===== src/wdt_pkg.sv =====
/*
 * Shared constants for the runaway watchdog: register offsets, field
 * positions, reset values, command codes, counter taps and timing.
 * Assumes a 125 MHz system clock used as the oscillator rate.
 */
package wdt_pkg;

   // ***********************************************************
   // Register map (byte addresses, one word each)
   // ***********************************************************
   localparam logic [3:0] MODE_OFS = 4'h0;
   localparam logic [3:0] CMD_OFS  = 4'h4;
   localparam logic [3:0] STAT_OFS = 4'h8;
   localparam logic [3:0] CNT_OFS  = 4'hC;

   // ***********************************************************
   // Mode register fields and reset values
   // ***********************************************************
   localparam int         EN_BIT     = 7;
   localparam int         PER_LSB    = 5;
   localparam int         RESCON_BIT = 1;
   localparam logic       EN_RST     = 1'b1;
   localparam logic       RESCON_RST = 1'b0;
   localparam logic [1:0] PER_RST    = 2'h0;

   // ***********************************************************
   // Status register fields
   // ***********************************************************
   localparam int ST_PIN_BIT   = 0;
   localparam int ST_OVF_BIT   = 1;
   localparam int ST_DIS_BIT   = 2;
   localparam int ST_PULSE_BIT = 3;

   // ***********************************************************
   // Command codes
   // ***********************************************************
   localparam logic [7:0] CLEAR_CODE   = 8'h4E;
   localparam logic [7:0] DISABLE_CODE = 8'hB1;

   // ***********************************************************
   // Counter: stage zero halves the clock, 22 stages follow
   // ***********************************************************
   localparam int CNT_W = 23;
   localparam logic [CNT_W-1:0] TAP16 = 23'h00FFFF;
   localparam logic [CNT_W-1:0] TAP18 = 23'h03FFFF;
   localparam logic [CNT_W-1:0] TAP20 = 23'h0FFFFF;
   localparam logic [CNT_W-1:0] TAP22 = 23'h3FFFFF;

   // ***********************************************************
   // Internal reset pulse: 8 states, one state is two clocks
   // ***********************************************************
   localparam int PULSE_STATES  = 8;
   localparam int CLK_PER_STATE = 2;
   localparam int PULSE_CYC     = PULSE_STATES * CLK_PER_STATE;
   localparam int PULSE_W       = 5;

   typedef enum logic [1:0] {
      ST_RUN   = 2'b00,
      ST_LOW   = 2'b01,
      ST_PULSE = 2'b10
   } wdtState_t;

endpackage : wdt_pkg


===== src/runaway_watchdog_timer.sv =====
/*
 * Runaway watchdog timer: mode and command registers on Wishbone,
 * binary counter with four taps, watchdog output pin, interrupt
 * pulse and optional internal chip reset request.
 * Assumes idle and stop mode flags come from same-clock logic and
 * that the chip reset request is fed back into rst_n by the system.
 */
`timescale 1ns/1ps
module runaway_watchdog_timer
   import wdt_pkg::*;
(
   // Clock and reset
   input  wire logic        clock,
   input  wire logic        rst_n,
   // Wishbone slave
   input  wire logic        wbCyc,
   input  wire logic        wbStb,
   input  wire logic        wbWe,
   input  wire logic [3:0]  wbAdr,
   input  wire logic [3:0]  wbSel,
   input  wire logic [31:0] wbDatI,
   output logic             wbAck,
   output logic [31:0]      wbDatO,
   // Power modes
   input  wire logic        idleMode,
   input  wire logic        stopMode,
   // Watchdog outputs
   output logic             watchdog_out_pin,
   output logic             watchdog_interrupt,
   output logic             chipResetReq
);

   // ***********************************************************
   // Declarations
   // ***********************************************************
   logic             enable_q;
   logic             enable_d;
   logic [1:0]       period_q;
   logic [1:0]       period_d;
   logic             resCon_q;
   logic             resCon_d;
   logic             disabled_q;
   logic             disabled_d;
   wdtState_t        state_q;
   wdtState_t        state_d;
   logic [PULSE_W-1:0] pulseCnt_q;
   logic [PULSE_W-1:0] pulseCnt_d;
   logic             pin_q;
   logic             pin_d;
   logic             irq_q;
   logic             irq_d;
   logic             rstReq_q;
   logic             rstReq_d;
   logic             ovfSeen_q;
   logic             ovfSeen_d;

   logic             modeWr;
   logic             cmdWr;
   logic             clearCmd;
   logic             disableCmd;
   logic             cntClear;
   logic             cntRun;
   logic             overflow;
   logic [CNT_W-1:0] count;
   logic [31:0]      modeWord;
   logic [31:0]      statWord;
   logic [31:0]      cntWord;
   logic             pulseDone;

   // ***********************************************************
   // Bus front end
   // ***********************************************************
   wdt_bus_slave u_bus (
      .clock    (clock),
      .rst_n    (rst_n),
      .wbCyc    (wbCyc),
      .wbStb    (wbStb),
      .wbWe     (wbWe),
      .wbAdr    (wbAdr),
      .wbSel    (wbSel),
      .wbAck    (wbAck),
      .wbDatO   (wbDatO),
      .modeWord (modeWord),
      .statWord (statWord),
      .cntWord  (cntWord),
      .modeWr   (modeWr),
      .cmdWr    (cmdWr)
   );

   // ***********************************************************
   // Register read words
   // ***********************************************************
   // Unused bits read as zero
   always_comb begin
      modeWord                 = '0;
      modeWord[EN_BIT]         = enable_q;
      modeWord[PER_LSB+1 -: 2] = period_q;
      modeWord[RESCON_BIT]     = resCon_q;
      statWord                 = '0;
      statWord[ST_PIN_BIT]     = pin_q;
      statWord[ST_OVF_BIT]     = ovfSeen_q;
      statWord[ST_DIS_BIT]     = disabled_q;
      statWord[ST_PULSE_BIT]   = rstReq_q;
      cntWord                  = {9'h000, count};
   end

   // ***********************************************************
   // Command decode
   // ***********************************************************
   always_comb begin
      // Any other command value decodes to nothing
      clearCmd   = cmdWr && (wbDatI[7:0] == CLEAR_CODE);
      disableCmd = cmdWr && (wbDatI[7:0] == DISABLE_CODE);
   end

   // ***********************************************************
   // Mode register
   // ***********************************************************
   // Only byte lane zero carries mode bits
   always_comb begin
      enable_d = enable_q;
      period_d = period_q;
      resCon_d = resCon_q;
      if (modeWr) begin
         enable_d = wbDatI[EN_BIT];
         period_d = wbDatI[PER_LSB+1 -: 2];
         resCon_d = wbDatI[RESCON_BIT];
      end
   end

   always_ff @(posedge clock) begin
      if (!rst_n) begin
         enable_q <= EN_RST;
         period_q <= PER_RST;
         resCon_q <= RESCON_RST;
      end else begin
         enable_q <= enable_d;
         period_q <= period_d;
         resCon_q <= resCon_d;
      end
   end

   // ***********************************************************
   // Disable state
   // ***********************************************************
   // Two-step disable guards against a runaway write
   // Enable write wins, since both cannot share one write
   always_comb begin
      disabled_d = disabled_q;
      if (modeWr && wbDatI[EN_BIT]) begin
         disabled_d = 1'b0;
      end else if (disableCmd && !enable_q) begin
         disabled_d = 1'b1;
      end
   end

   always_ff @(posedge clock) begin
      if (!rst_n) begin
         disabled_q <= 1'b0;
      end else begin
         disabled_q <= disabled_d;
      end
   end

   // ***********************************************************
   // Counter
   // ***********************************************************
   always_comb begin
      pulseDone = (state_q == ST_PULSE) &&
                  (pulseCnt_q == PULSE_W'(PULSE_CYC - 1));
      cntClear  = clearCmd || pulseDone;
      // Bus release is not a stop condition
      cntRun    = !disabled_q && !idleMode && !stopMode &&
                  (state_q != ST_PULSE);
   end

   wdt_tap_counter u_cnt (
      .clock     (clock),
      .rst_n     (rst_n),
      .clear     (cntClear),
      .run       (cntRun),
      .periodSel (period_q),
      .count     (count),
      .overflow  (overflow)
   );

   // ***********************************************************
   // Output pin, interrupt and reset pulse
   // ***********************************************************
   // Interrupt and reset request are one-shot defaults
   // Pin and overflow flag hold unless a state changes them
   always_comb begin
      state_d    = state_q;
      pulseCnt_d = pulseCnt_q;
      pin_d      = pin_q;
      irq_d      = 1'b0;
      rstReq_d   = 1'b0;
      ovfSeen_d  = ovfSeen_q;
      case (state_q)
         ST_RUN: begin
            if (overflow) begin
               irq_d     = 1'b1;
               pin_d     = 1'b0;
               ovfSeen_d = 1'b1;
               if (resCon_q) begin
                  state_d    = ST_PULSE;
                  pulseCnt_d = '0;
                  rstReq_d   = 1'b1;
               end else begin
                  state_d = ST_LOW;
               end
            end
         end
         // Pin held low, counter still running
         ST_LOW: begin
            if (clearCmd) begin
               pin_d     = 1'b1;
               ovfSeen_d = 1'b0;
               state_d   = ST_RUN;
            end else if (overflow) begin
               // Repeat overflow pulses the interrupt again
               irq_d = 1'b1;
               if (resCon_q) begin
                  state_d    = ST_PULSE;
                  pulseCnt_d = '0;
                  rstReq_d   = 1'b1;
               end
            end
         end
         // Counter frozen; its clear at the end releases the pin
         ST_PULSE: begin
            if (pulseDone) begin
               pin_d     = 1'b1;
               ovfSeen_d = 1'b0;
               state_d   = ST_RUN;
            end else begin
               pulseCnt_d = pulseCnt_q + PULSE_W'(1);
               rstReq_d   = 1'b1;
            end
         end
         // Unused code recovers to the idle run state
         default: begin
            state_d = ST_RUN;
            pin_d   = 1'b1;
         end
      endcase
   end

   // ***********************************************************
   // Output registers
   // ***********************************************************
   // Pin resets high, so no false overflow is seen at release
   always_ff @(posedge clock) begin
      if (!rst_n) begin
         state_q    <= ST_RUN;
         pulseCnt_q <= '0;
         pin_q      <= 1'b1;
         irq_q      <= 1'b0;
         rstReq_q   <= 1'b0;
         ovfSeen_q  <= 1'b0;
      end else begin
         state_q    <= state_d;
         pulseCnt_q <= pulseCnt_d;
         pin_q      <= pin_d;
         irq_q      <= irq_d;
         rstReq_q   <= rstReq_d;
         ovfSeen_q  <= ovfSeen_d;
      end
   end

   // ***********************************************************
   // Top outputs, straight from flip-flops
   // ***********************************************************
   assign watchdog_out_pin   = pin_q;
   assign watchdog_interrupt = irq_q;
   assign chipResetReq       = rstReq_q;

endmodule : runaway_watchdog_timer


===== src/wdt_tap_counter.sv =====
/*
 * Watchdog binary counter with four selectable overflow taps.
 * Assumes clear and run come from logic on the same clock.
 */
`timescale 1ns/1ps
module wdt_tap_counter
   import wdt_pkg::*;
(
   // Clock and reset
   input  wire logic             clock,
   input  wire logic             rst_n,
   // Control
   input  wire logic             clear,
   input  wire logic             run,
   input  wire logic [1:0]       periodSel,
   // Result
   output logic [CNT_W-1:0]      count,
   output logic                  overflow
);

   logic [CNT_W-1:0] cnt_q;
   logic [CNT_W-1:0] cnt_d;
   logic [CNT_W-1:0] tapMax;

   always_comb begin
      case (periodSel)
         2'h0:    tapMax = TAP16;
         2'h1:    tapMax = TAP18;
         2'h2:    tapMax = TAP20;
         default: tapMax = TAP22;
      endcase
   end

   always_comb begin
      overflow = run && !clear && (cnt_q == tapMax);
      if (clear) begin
         cnt_d = '0;
      end else if (run) begin
         cnt_d = cnt_q + 23'h000001;
      end else begin
         cnt_d = cnt_q;
      end
   end

   always_ff @(posedge clock) begin
      if (!rst_n) begin
         cnt_q <= '0;
      end else begin
         cnt_q <= cnt_d;
      end
   end

   assign count = cnt_q;

endmodule : wdt_tap_counter


===== src/wdt_bus_slave.sv =====
/*
 * Classic Wishbone slave front end: one-wait-state ack, write strobes
 * for the mode and command words, registered read data.
 * Assumes a single-cycle classic master that holds its request.
 */
`timescale 1ns/1ps
module wdt_bus_slave
   import wdt_pkg::*;
(
   // Clock and reset
   input  wire logic        clock,
   input  wire logic        rst_n,
   // Wishbone
   input  wire logic        wbCyc,
   input  wire logic        wbStb,
   input  wire logic        wbWe,
   input  wire logic [3:0]  wbAdr,
   input  wire logic [3:0]  wbSel,
   output logic             wbAck,
   output logic [31:0]      wbDatO,
   // Register side
   input  wire logic [31:0] modeWord,
   input  wire logic [31:0] statWord,
   input  wire logic [31:0] cntWord,
   output logic             modeWr,
   output logic             cmdWr
);

   logic        ack_q;
   logic        ack_d;
   logic [31:0] dat_q;
   logic [31:0] dat_d;
   logic        req;

   always_comb begin
      req    = wbCyc && wbStb && !ack_q;
      ack_d  = req;
      modeWr = req && wbWe && wbSel[0] && (wbAdr == MODE_OFS);
      cmdWr  = req && wbWe && wbSel[0] && (wbAdr == CMD_OFS);
      dat_d  = '0;
      if (req && !wbWe) begin
         case (wbAdr)
            MODE_OFS: dat_d = modeWord;
            STAT_OFS: dat_d = statWord;
            CNT_OFS:  dat_d = cntWord;
            default:  dat_d = '0;
         endcase
      end
   end

   always_ff @(posedge clock) begin
      if (!rst_n) begin
         ack_q <= 1'b0;
         dat_q <= '0;
      end else begin
         ack_q <= ack_d;
         dat_q <= dat_d;
      end
   end

   assign wbAck  = ack_q;
   assign wbDatO = dat_q;

endmodule : wdt_bus_slave


===== config.mk =====
export PLATFORM = sky130hd
export DESIGN_NAME = runaway_watchdog_timer
export DESIGN_NICKNAME = d
export VERILOG_FILES = /design/src/wdt_pkg.sv /design/src/runaway_watchdog_timer.sv /design/src/wdt_tap_counter.sv /design/src/wdt_bus_slave.sv
export SDC_FILE = /design/constraint.sdc
export NUM_CORES = 1
export LEC_CHECK = 0
export BUFFER_PORTS_ARGS = -buffer_cell sky130_fd_sc_hd__buf_4
export CORE_UTILIZATION = 40
export CTS_BUF_LIST = sky130_fd_sc_hd__clkbuf_8 sky130_fd_sc_hd__clkbuf_16
export CTS_CLUSTER_SIZE = 25
export DETAILED_ROUTE_END_ITERATION = 7
export PLACE_DENSITY = 0.64
export SYNTH_ARGS = -nofsm -noshare
export SYNTH_HDL_FRONTEND = slang
export SYNTH_SLANG_ARGS = --single-unit

===== constraint.sdc =====
create_clock -name clock -period 3.4 [get_ports clock]
set_input_delay 0.68 -clock clock [delete_from_list [all_inputs] [get_ports clock]]
set_output_delay 0.68 -clock clock [all_outputs]
set_load 0.01 [all_outputs]

=== Word level (Yosys, flattened, before mapping) ===
Cells that the tools add are included.

* Output and inout port bits: 36
* Word-level logic and storage cells: 101
* Flip-flop bits (word level): 72

* Bitwise logic cells: 1
* Reductions and logical operators: 36
* Equal/unequal tests: 19
* Mux-type cells: 30
* $add $sub $neg: 2

{| class="wikitable"
|+ Operators by type and width
! kind !! count
|-
| $pmux W23 S3 || 1
|-
| $pmux W22 S3 || 1
|-
| $add A23 B1 Y23 const B || 1
|-
| $eq A23 B22 Y1 || 1
|-
| $mux W5 || 4
|-
| $logic_and A1 B1 Y1 || 17
|-
| $pmux W5 S3 || 1
|-
| $mux W1 || 12
|-
| $mux W2 || 6
|-
| $ne A2 B2 Y1 const B || 6
|-
| $pmux W1 S3 || 3
|-
| $eq A4 B4 Y1 const B || 2
|-
| $eq A8 B7 Y1 const B || 1
|-
| $eq A8 B8 Y1 const B || 1
|-
| $reduce_and A4 Y1 || 2
|-
| $logic_not A1 Y1 || 7
|-
| $ne A3 B3 Y1 const B || 2
|-
| $pmux W2 S3 || 1
|-
| $reduce_and A3 Y1 || 2
|-
| $add A5 B1 Y5 const B || 1
|-
| $eq A5 B4 Y1 const B || 1
|-
| $eq A2 B1 Y1 const B || 2
|-
| $eq A2 B2 Y1 const B || 2
|-
| $eq A4 B3 Y1 const B || 1
|-
| other kinds (8) || 10
|}

=== Depth between registers and ports, before layout ===
Gate-level depths: netlist of the first run.

* Depth in word-level cells: 13
* Depth in mapped cells: 9
* Gate-level depth less buffers: 9

=== By module ===
A second synthesis of the first run with hierarchy kept.

* Cell total of the unflattened synthesis: 378
* Area total of the unflattened synthesis: 3542.1 um2

{| class="wikitable"
|+ By module, submodules not included
! module !! area each (um2) !! instances !! seq. area each (um2) !! cells each
|-
| wdt_bus_slave || 1471.4 || 1 || 660.6 || 138
|-
| wdt_tap_counter || 1122.3 || 1 || 460.4 || 136
|-
| runaway_watchdog_timer || 948.4 || 1 || 320.3 || 104
|}

=== Worst setup path after synthesis of the first run ===
Ideal clock, no wire load.

* Path kind: register to register
* Start: register state_q[0]
* End: register pulseCnt_q[3]
* Arrival: 2345 ps
* Setup slack: 934 ps
* Period minus slack after synthesis: 2466 ps
* Library setup time: 122 ps
* Stages on the path, launching flop included: 9
* Path buffers: 0
* Cell sequence: dfxtp_1 -> inv_1 -> ha_1 -> nor4_4 -> nand4_1 -> or2_4 -> nor4b_4 -> a21oi_2 -> o311a_1

* Word-level cells in the longest chain between the ends: 9
* Elaborated cells on any way between the ends: 17
* Classes of those cells: eq/ne: 5; mux: 3; reduce/logical: 9

{| class="wikitable"
|+ Ends and longest elaborated chain
! element !! line !! RTL
|-
| start: declaration || runaway_watchdog_timer.sv:44 || <nowiki>wdtState_t state_q;</nowiki>
|-
| start signal: assignment || runaway_watchdog_timer.sv:262 || <nowiki>state_q <= state_d;</nowiki>
|-
| $eq A2 B2 Y1 || runaway_watchdog_timer.sv:169, runaway_watchdog_timer.sv:199 ||
|-
| $logic_and A1 B1 Y1 || runaway_watchdog_timer.sv:169 || <nowiki>pulseDone = (state_q == ST_PULSE) &&</nowiki>
|-
| $logic_or A1 B1 Y1 || runaway_watchdog_timer.sv:171 || <nowiki>cntClear = clearCmd || pulseDone;</nowiki>
|-
| $logic_not A1 Y1 || wdt_tap_counter.sv:35 || <nowiki>overflow = run && !clear && (cnt_q == tapMax);</nowiki>
|-
| $logic_and A1 B1 Y1 (2 in a row) || wdt_tap_counter.sv:35 ||
|-
| $mux W5 (2 in a row) || -- ||
|-
| $pmux W5 S3 || runaway_watchdog_timer.sv:199 || <nowiki>case (state_q)</nowiki>
|-
| end signal: assignment || runaway_watchdog_timer.sv:263 || <nowiki>pulseCnt_q <= pulseCnt_d;</nowiki>
|-
| end: declaration || runaway_watchdog_timer.sv:46 || <nowiki>logic [PULSE_W-1:0] pulseCnt_q;</nowiki>
|}

Parallel ways exist; a longest one is shown, timed or not. The select of a mux whose other input is x is not followed.
A chain may end at the register's enable or synchronous reset.

=== Worst setup path after layout of the first run ===
Ends and elaborated chain as after synthesis.

==> metrics.md, run 1 <==
| Metric | Value |
|---|---|
| Syn Area/Cell | 9.03 µm² |
| CTS H-tree lvls | 3 |
| Status | completed |
| RR Startpoint | state_q[0]$_SDFFE_PN0P_ |
| Worst Setup Start Kind | register |
| Post-DP HPWL | between 4 and 5 mm |
| Post-synth ARST share | 0% |
| Crit path capture type | register |
| CP Max Fanout | 7 |
| Worst Hold Depth | 1 |
| Area Overhead vs Synth | 21.2% |
| RSZ-0062 raised after global routing | no |
| CP required | approximately 3600 ps |
| Sequential cell area | approximately 1300 µm² |
| Starting density of the core | 41.6% |
| Fin. Hold Viols | 0 |
| Crit-path cells | inv_1 -> ha_1 -> nor4_4 -> nand4_1 -> or2_4 -> nor4b_4 -> a21oi_2 -> o311a_1 |
| Cts bufs inserted | 9 |
| Cell taking the most area after synthesis | dfxtp_1 |
| Top post-synthesis cells by area | dfxtp_1 45%, nor2_1 5.2%, and2_1 4.2% |
| Int Power | between 0.001 and 0.0015 W |
| Boundary Pins | 83 |
| WHS Endpoint | u_bus.wbDatO[4]$_SDFF_PN0_ |
| Area of the multi-input gates | between 1000 and 1500 µm² |
| Antenna Cells | 0 |
| Sequential share of power | 46.1% |
| Worst-path clk slew | around 60 ps |
| Yosys reg bits | 63 |
| Pins Over Slew Limit | 0 |
| TritonCTS clock tree | done |
| Final Util | between 50% and 60% |
| Die height | roughly 86 µm |
| Period minus WS final | 2760 ps |
| Vias in the first global route | a little over 2000 |
| Worst-case clock buffer depth | 2 |
| Critical path type | reg -> reg |
| Tightest Pin Transition | about 640 ps |
| Share of layout cells above drive strength 1 | approximately a fifth |
| CTS sink cnt | 63 |
| Area of the core | 6790 µm² |
| Full die area | between 7000 and 8000 µm² |
| Total of max-cap violations | 0 |
| HP Start | u_cnt.count[4]$_SDFFE_PP0P_ |
| Post-synth EDFFs | 0 |
| Post-CTS Hold Buffers | 0 |
| Reg-to-reg slack, setup | 640 ps |
| Syn Std Cell Area | roughly 2800 µm² |
| GRT overflow | 0 |
| TNS Setup | 0 ps |
| Number of fill cells | 660 |
| Worst-Skew Late Latency | between 300 and 400 ps |
| Final-report setup violation count | 0 |
| Drt first pass iters | 4 |
| Worst path max stage delay | around 510 ps |
| Comb power frac | 17.4% |
| Resize count post-CTS | 0 |
| Max frequency | 362 MHz |
| WL/cell | roughly 13 µm |
| Port-buffer cells | 46 |
| Pwr dens | approximately 500 nW/µm² |
| DRC | 0 |
| Sw Ratio | 27.3% |
| Sw power | about 0.00047 W |
| Routability congestion estimate from global placement | 0.816 |
| Vias | approximately 2300 |
| Largest net degree at the start of global routing | 17 |
| Worst min path class | reg -> reg |
| Dominant synthesized flop cell | dfxtp_1 |
| FF-to-FF path depth | 8 |
| Worst Path Arrival | between 2000 and 3000 ps |
| Distinct cells, synth | 48 |
| CP max-delay cell | nor4b_4 |
| DIE WIDTH | 86.1 µm |
| Post-synthesis sequential area ratio | roughly 45% |
| Vias per cell | ~5 |
| R2R Path End | pulseCnt_q[3]$_SDFFE_PN0P_ |
| Initial antenna violation count | 0 |
| Area fraction of the dominant cell type after synthesis | roughly 45% |
| GRT Util Overall | between 10% and 20% |
| Leak | 1.37 nW |
| Yosys warns | 0 |
| Commonest cells after routing, fill and taps aside | 63 x dfxtp_1, 50 x buf_4, 39 x nor2_1 |
| Max Clock Skew | around 6.6 ps |
| First-pass GRT wire length | about 9.5 mm |
| Post-route ant nets | 0 |
| Slew headroom | a little under three fifths |
| Layout Nets | ~420 |
| # rows | 30 |
| Detailed Route WL | 5.85 mm |
| Clock root buffer | clkbuf_8 |
| Share of total power in the clock network | a little over a third |
| Cells after synthesis | roughly 310 |
| Final period util | roughly four fifths |
| Most common cell after layout, fill and taps aside | dfxtp_1 |
| Post-CTS Setup Inserts | 0 |
| VDD IR-drop max | between 200 and 300 µV |
| Initial DRC count | just under 80 |
logic make-up (layout without fill, tap and decap cells):
logic type,after synthesis,count (layout),synth area share (%)
mux,8,8,2.88
flops,63,63,44.6
buf+inv,30,76,5.49
fa+ha+maj,7,7,3.10
xor+xnor,20,20,6.19
simple gates,151,151,29.3
other cells,1,9,0.133
compound gates,33,33,8.32
per-stage QoR:
step	std cells	power, W	instance area, µm²	hold slack, ps	setup WS (ps)
4_1_cts	463	0.00172	3430	517	675
6_report	463	0.00171	3430	516	640
3_3_place_gp	447	0.00109	3240	492	686
3_5_place_dp	447	0.00110	3240	502	664
5_1_grt	463	0.00179	3430	523	493
2_1_floorplan	321	0.00102	2860	450	934
layout make-up:
class	instances	share of cell area, %
multi-input combinational	228	42.1
sequential	63	36.8
timing repair buffer	50	11.0
clock buffer	10	4.02
tap	96	3.51
clock inverter	6	1.53
inverter	10	1.10
state kept, by name, indices dropped and copies added (netlist names):
register	cells
u_bus.wbDatO	23
u_cnt.count	23
pulseCnt_q	5
period_q	2
state_q	2
chipResetReq	1
disabled_q	1
enable_q	1
ovfSeen_q	1
resCon_q	1
u_bus.wbAck	1
watchdog_interrupt	1
watchdog_out_pin	1
per-layer routing:
layer  GRT usage [%]  share of wire, %  vias to the layer above
met1            21.7                49                     1039
met4            7.88               1.5                        0
li1                -                 -                     1172
met2            25.8                45                       61
met3            4.72               4.3                        9
met5               0                 0                        -
critical path, delay by kind of cell (launching register included):
| kind | cells | cell delay, ps |
|---|---|---|
| adder cells (fa/ha/maj) | 1 | 290 |
| flip-flops | 1 | 360 |
| AND/OR/NAND/NOR | 4 | 1460 |
| buffers and inverters | 1 | 80 |
| AO/OA/AOI/OAI | 2 | 450 |
worst max path at each step:
stage,startpoint,end,slack [ps]
final,state_q[0]$_SDFFE_PN0P_,pulseCnt_q[3]$_SDFFE_PN0P_,640
after global routing,state_q[0]$_SDFFE_PN0P_,pulseCnt_q[3]$_SDFFE_PN0P_,490
after CTS,state_q[0]$_SDFFE_PN0P_,pulseCnt_q[3]$_SDFFE_PN0P_,680
after detailed placement,idleMode,pulseCnt_q[3]$_SDFFE_PN0P_,660
after global placement,idleMode,pulseCnt_q[3]$_SDFFE_PN0P_,690
after floorplan,state_q[0]$_SDFFE_PN0P_,pulseCnt_q[3]$_SDFFE_PN0P_,930
cells in the mapped netlist, drive strengths merged (2+ instances only):
cell type / n
and3: 6
nor4: 5
dfxtp: 63
or3: 6
a21oi: 12
a211o: 2
o21ai: 4
and2: 19
xor2: 13
and4: 5
nor2: 39
nor4b: 3
clkbuf: 8
mux2i: 7
o21a: 3
nand3: 15
a31oi: 2
nand2: 21
inv: 9
a211oi: 3
nand3b: 2
ha: 7
xnor2: 7
nor2b: 2
nor3: 10
buf: 12
nand4: 13
power groups by stage:
stage	Combinational, W	Clock (W)	Sequential, W
4_1_cts	0.000296	0.000637	0.000787
2_1_floorplan	0.000224	0	0.000799
5_1_grt	0.000333	0.000665	0.000792
6_report	0.000298	0.000622	0.000788
3_5_place_dp	0.000293	0	0.000803
3_3_place_gp	0.000283	0	0.000803
Note: power is estimated with default switching activity, not from simulation.
==> run 2: changes to the inputs <==
- clock period: 3.4 -> 2.7 ns (I/O delays scaled with it)
==> metrics.md, run 2 (synthesized netlist as in run 1, its figures left out) <==
| Metric | Value |
|---|---|
| TNS Setup | 0 ps (unchanged) |
| Routability congestion estimate from global placement | 0.857 (+5.0%) |
| Crit path capture type | register |
| Period minus WS final | 2440 ps (-318 ps) |
| Worst-Skew Late Latency | 340 ps (about the same) |
| Vias per cell | 4.95 (+0.40%) |
| Cts bufs inserted | 9 (unchanged) |
| VDD IR-drop max | 491 µV (+76%) |
| Area of the core | 6790 µm² (unchanged) |
| Commonest cells after routing, fill and taps aside | 63 x dfxtp_1, 51 x buf_4, 39 x nor2_1 |
| GRT Util Overall | 16.9% (+0.11 points) |
| Dpl ws | 279 ps (-386 ps) |
| CP required | 2940 ps (-690 ps) |
| Slew headroom | 66.3% (+9.4 points) |
| Initial antenna violation count | 0 (unchanged) |
| Vias | 2300 (+0.83%) |
| Post-route ant nets | 0 (unchanged) |
| Worst Setup Start Kind | register |
| Pwr dens | 656 nW/µm² (+32%) |
| TritonCTS clock tree | done |
| Vias in the first global route | 2059 (+1.8%) |
| Antenna Cells | 0 (unchanged) |
| Pins Over Slew Limit | 0 (unchanged) |
| Worst setup margin | 258 ps (-382 ps) |
| Layout Nets | 418 (+0.48%) |
| CTS sink cnt | 63 (unchanged) |
| DIE WIDTH | 86.1 µm (unchanged) |
| Die height | 86.1 µm (unchanged) |
| CTS H-tree lvls | 3 (unchanged) |
| Post-CTS Setup Inserts | 0 (unchanged) |
| Drt first pass iters | 4 (unchanged) |
| Starting density of the core | 41.6% (unchanged) |
| Boundary Pins | 83 (unchanged) |
| Sequential cell area | 1260 µm² (unchanged) |
| # rows | 30 (unchanged) |
| Worst path max stage delay | 360 ps (-150 ps) |
| WL/cell | 12.8 µm (+1.1%) |
| Final period util | 90.4% (+9.3 points) |
| Status | completed |
| Max Clock Skew | 7.78 ps (+1.18 ps) |
| Worst-case clock buffer depth | 2 (unchanged) |
| Number of fill cells | 628 (-4.8%) |
| Fin. Hold Viols | 0 (unchanged) |
| GRT overflow | 0 (unchanged) |
| Total of max-cap violations | 0 (unchanged) |
| Worst min path class | in -> reg |
| Share of layout cells above drive strength 1 | 20.9% (+0.98 points) |
| Area of the multi-input gates | 1440 µm² (unchanged) |
| Resize count post-CTS | 0 (unchanged) |
| Most common cell after layout, fill and taps aside | dfxtp_1 |
| Final-report setup violation count | 0 (unchanged) |
| Post-CTS Hold Buffers | 0 (unchanged) |
| Port-buffer cells | 46 (unchanged) |
| Post-DP HPWL | 4.34 mm (+1.2%) |
| Crit-path cells | inv_1 -> ha_1 -> nor4_4 -> nand4_1 -> or2_4 -> nor4b_4 -> buf_4 -> a211oi_1 -> o21a_1 |
| CP max-delay cell | dfxtp_1 |
| Worst Path Arrival | 2680 ps (-310 ps) |
| RSZ-0062 raised after global routing | no |
| Leak | 1.39 nW (+1.1%) |
| Full die area | 7410 µm² (unchanged) |
| Worst-path clk slew | 70 ps (about the same) |
| Max frequency | 410 MHz (+13%) |
| Tightest Pin Transition | 501 ps (-140 ps) |
| Initial DRC count | 80 (+3.9%) |
| Critical path type | reg -> reg |
| Largest net degree at the start of global routing | 19 (+2) |
| CP Max Fanout | 6 (-1) |
| Detailed Route WL | 5.94 mm (+1.5%) |
| Final Util | 51.4% (+0.99 points) |
| Area Overhead vs Synth | 23.5% |
| First-pass GRT wire length | 9.57 mm (+0.58%) |
| DRC | 0 (unchanged) |
| Clock root buffer | clkbuf_8 |
## run 2: power by group
| group | internal [W] | total, W | switching (W) |
|---|---|---|---|
| combinational | 0.000159 | 0.000366 | 0.000207 |
| clock | 0.000549 | 0.000936 | 0.000387 |
| sequential | 0.000962 | 0.000991 | 0.0000288 |
| total | 0.00167 | 0.00229 | 0.000623 |
## run 2: metrics by stage
| stage | total power (W) | instance area (µm²) | hold slack [ps] | cells |
|---|---|---|---|---|
| 2_1_floorplan | 0.00129 | 2860 | 450 | 321 |
| 3_3_place_gp | 0.00137 | 3260 | 492 | 449 |
| 3_5_place_dp | 0.00137 | 3260 | 498 | 449 |
| 4_1_cts | 0.00231 | 3490 | 430 | 465 |
| 5_1_grt | 0.00241 | 3490 | 442 | 465 |
| 6_report | 0.00229 | 3490 | 442 | 465 |
## run 2: area by class of cell
class	instances	share of cell area, %
clock buffer	10	3.94
clock inverter	6	2.65
inverter	10	1.07
multi-input combinational	228	41.3
sequential	63	36.1
tap	96	3.44
timing repair buffer	52	11.5
## run 2: worst paths after layout
check | from | endpoint | slack [ps] | cells after the start
hold reg to reg | enable_q$_SDFFE_PN1P_ | enable_q$_SDFFE_PN1P_ | 520 | 2
hold / removal | rst_n | enable_q$_SDFFE_PN1P_ | 440 | 2
setup reg to reg | state_q[0]$_SDFFE_PN0P_ | pulseCnt_q[4]$_SDFFE_PN0P_ | 260 | 9
setup / recovery | state_q[0]$_SDFFE_PN0P_ | pulseCnt_q[4]$_SDFFE_PN0P_ | 260 | 9
## run 2: metal layers
metal | vias up | GRT usage, % | part of all wire [%]
met1 | 1051 | 20.7 | 46
met2 | 62 | 26.5 | 48
met3 | 10 | 5.87 | 4.4
met4 | 0 | 8.03 | 1.7
li1 | 1177 | - | -
met5 | - | 0 | 0
## run 2: worst max-delay path, delay by kind of cell, from the launching register on
kind	cells	cell delay, ps
AOI/OAI and AO/OA	2	270
adders and majority gates	1	280
buffers and inverters	2	290
DFF	1	360
and+or+nand+nor	4	1130
==> run 3: changes to the inputs <==
- clock period: 2.7 -> 3 ns (I/O delays scaled with it)
==> metrics.md, run 3 (synthesized netlist as in run 1, its figures left out) <==
| Metric | Value |
|---|---|
| Routability congestion estimate from global placement | 0.842 (-1.8%) |
| CP required | 3230 ps (+290 ps) |
| Area Overhead vs Synth | 21.2% |
| Layout Nets | 417 (-0.24%) |
| WL/cell | 12.8 µm (-0.18%) |
| Drt first pass iters | 4 (unchanged) |
| Pwr dens | 554 nW/µm² (-16%) |
| DIE WIDTH | 86.1 µm (unchanged) |
| Port-buffer cells | 46 (unchanged) |
| Initial DRC count | 108 (+35%) |
| Most common cell after layout, fill and taps aside | dfxtp_1 |
| CP Max Fanout | 7 (+1) |
| CTS H-tree lvls | 3 (unchanged) |
| CP max-delay cell | nor4b_4 |
| Slew headroom | 64.8% (-1.5 points) |
| Cts bufs inserted | 9 (unchanged) |
| Max Clock Skew | 6.24 ps (-1.54 ps) |
| Final-report setup violation count | 0 (unchanged) |
| Vias | 2295 (-0.22%) |
| Worst Hold Depth | 2 (unchanged) |
| Reg-to-reg slack, setup | 440 ps (+180 ps) |
| Worst-Skew Late Latency | 340 ps (about the same) |
| Total of max-cap violations | 0 (unchanged) |
| Worst Setup Start Kind | register |
| FF-to-FF path depth | 8 (-1) |
| Post-DP HPWL | 4.27 mm (-1.7%) |
| Worst path max stage delay | 510 ps (+150 ps) |
| Vias in the first global route | 2017 (-2.0%) |
| Commonest cells after routing, fill and taps aside | 63 x dfxtp_1, 51 x buf_4, 39 x nor2_1 |
| Number of fill cells | 641 (+2.1%) |
| Worst min path class | in -> reg |
| Area of the core | 6790 µm² (unchanged) |
| GRT Util Overall | 17.1% (+0.21 points) |
| Starting density of the core | 41.6% (unchanged) |
| Worst Path Arrival | 2790 ps (+110 ps) |
| Critical path type | reg -> reg |
| Worst setup margin | 442 ps (+184 ps) |
| RSZ-0062 raised after global routing | no |
| Worst-case clock buffer depth | 2 (unchanged) |
| # rows | 30 (unchanged) |
| Status | completed |
| Worst-path clk slew | 70 ps (about the same) |
| TNS Setup | 0 ps (unchanged) |
| DRC | 0 (unchanged) |
| Resize count post-CTS | 0 (unchanged) |
| Tightest Pin Transition | 524 ps (+22.4 ps) |
| Max frequency | 391 MHz (-4.5%) |
| Post-CTS Setup Inserts | 0 (unchanged) |
| Post-CTS Hold Buffers | 0 (unchanged) |
| VDD IR-drop max | 383 µV (-22%) |
| Clock root buffer | clkbuf_8 |
| Final period util | 85.3% (-5.2 points) |
| Initial antenna violation count | 0 (unchanged) |
| GRT overflow | 0 (unchanged) |
| First-pass GRT wire length | 9.72 mm (+1.5%) |
| Full die area | 7410 µm² (unchanged) |
| Period minus WS final | 2560 ps (+116 ps) |
| Boundary Pins | 83 (unchanged) |
| Dpl ws | 438 ps (+159 ps) |
| CTS sink cnt | 63 (unchanged) |
| Largest net degree at the start of global routing | 25 (+6) |
| Vias per cell | 4.96 (+0.21%) |
| Post-route ant nets | 0 (unchanged) |
| Detailed Route WL | 5.91 mm (-0.61%) |
| Antenna Cells | 0 (unchanged) |
| TritonCTS clock tree | done |
| Die height | 86.1 µm (unchanged) |
| Share of layout cells above drive strength 1 | 20.4% (-0.43 points) |
| Crit path capture type | register |
| Leak | 1.37 nW (-1.8%) |
| Pins Over Slew Limit | 0 (unchanged) |
| Crit-path cells | inv_1 -> ha_1 -> nor4_4 -> nand4_1 -> or2_4 -> nor4b_4 -> a21oi_2 -> o311a_1 |
| Fin. Hold Viols | 0 (unchanged) |
-- run 3: area by class of cell --
type	instances	area, µm²	share of cell area (%)
multi-input cells	228	1440	42.1
flip-flops and latches	63	1260	36.8
repair buffers	51	383	11.2
clock buffers	12	165	4.82
well taps	96	120	3.51
inverters	10	37.5	1.10
clock inverters	3	17.5	0.511
-- run 3: through the flow --
| step | std cells | area (µm²) | util (%) | hold WS, ps | total power, W |
|---|---|---|---|---|---|
| 2_1_floorplan | 321 | 2860 | - | 450 | 0.00116 |
| 3_3_place_gp | 448 | 3240 | 47.7 | 495 | 0.00123 |
| 3_5_place_dp | 448 | 3240 | 47.7 | 502 | 0.00123 |
| 4_1_cts | 463 | 3430 | 50.4 | 503 | 0.00191 |
| 5_1_grt | 463 | 3430 | 50.4 | 512 | 0.00200 |
| 6_report | 463 | 3430 | 50.4 | 509 | 0.00190 |
-- run 3: path summary, 6_finish.rpt --
check | start | to
setup reg to reg | state_q[0]$_SDFFE_PN0P_ | pulseCnt_q[3]$_SDFFE_PN0P_
setup / recovery | state_q[0]$_SDFFE_PN0P_ | pulseCnt_q[3]$_SDFFE_PN0P_
hold / removal | rst_n | enable_q$_SDFFE_PN1P_
hold reg to reg | u_cnt.count[8]$_SDFFE_PP0P_ | u_bus.wbDatO[8]$_SDFF_PN0_
-- run 3: per-layer routing --
layer | track usage [%] | wire length [µm]
met2 | 26.1 | 2740
met4 | 9.70 | 111
met5 | 0 | 0
met3 | 3.66 | 265
met1 | 22.3 | 2790
-- run 3: worst max-delay path, delay by kind of cell, from the launching register on --
family                   cells  cell delay (ps)
adder cells (fa/ha/maj)      1              280
AO/OA/AOI/OAI                2              460
flip-flops                   1              360
AND/OR/NAND/NOR              4             1260
buffers and inverters        1               80
-- run 3: where the power goes --
part / internal, W / total [W] / switching (W)
clock: 0.000360 / 0.000674 / 0.000314
combinational: 0.000142 / 0.000333 / 0.000191
sequential: 0.000867 / 0.000892 / 0.0000248
total: 0.00137 / 0.00190 / 0.000530
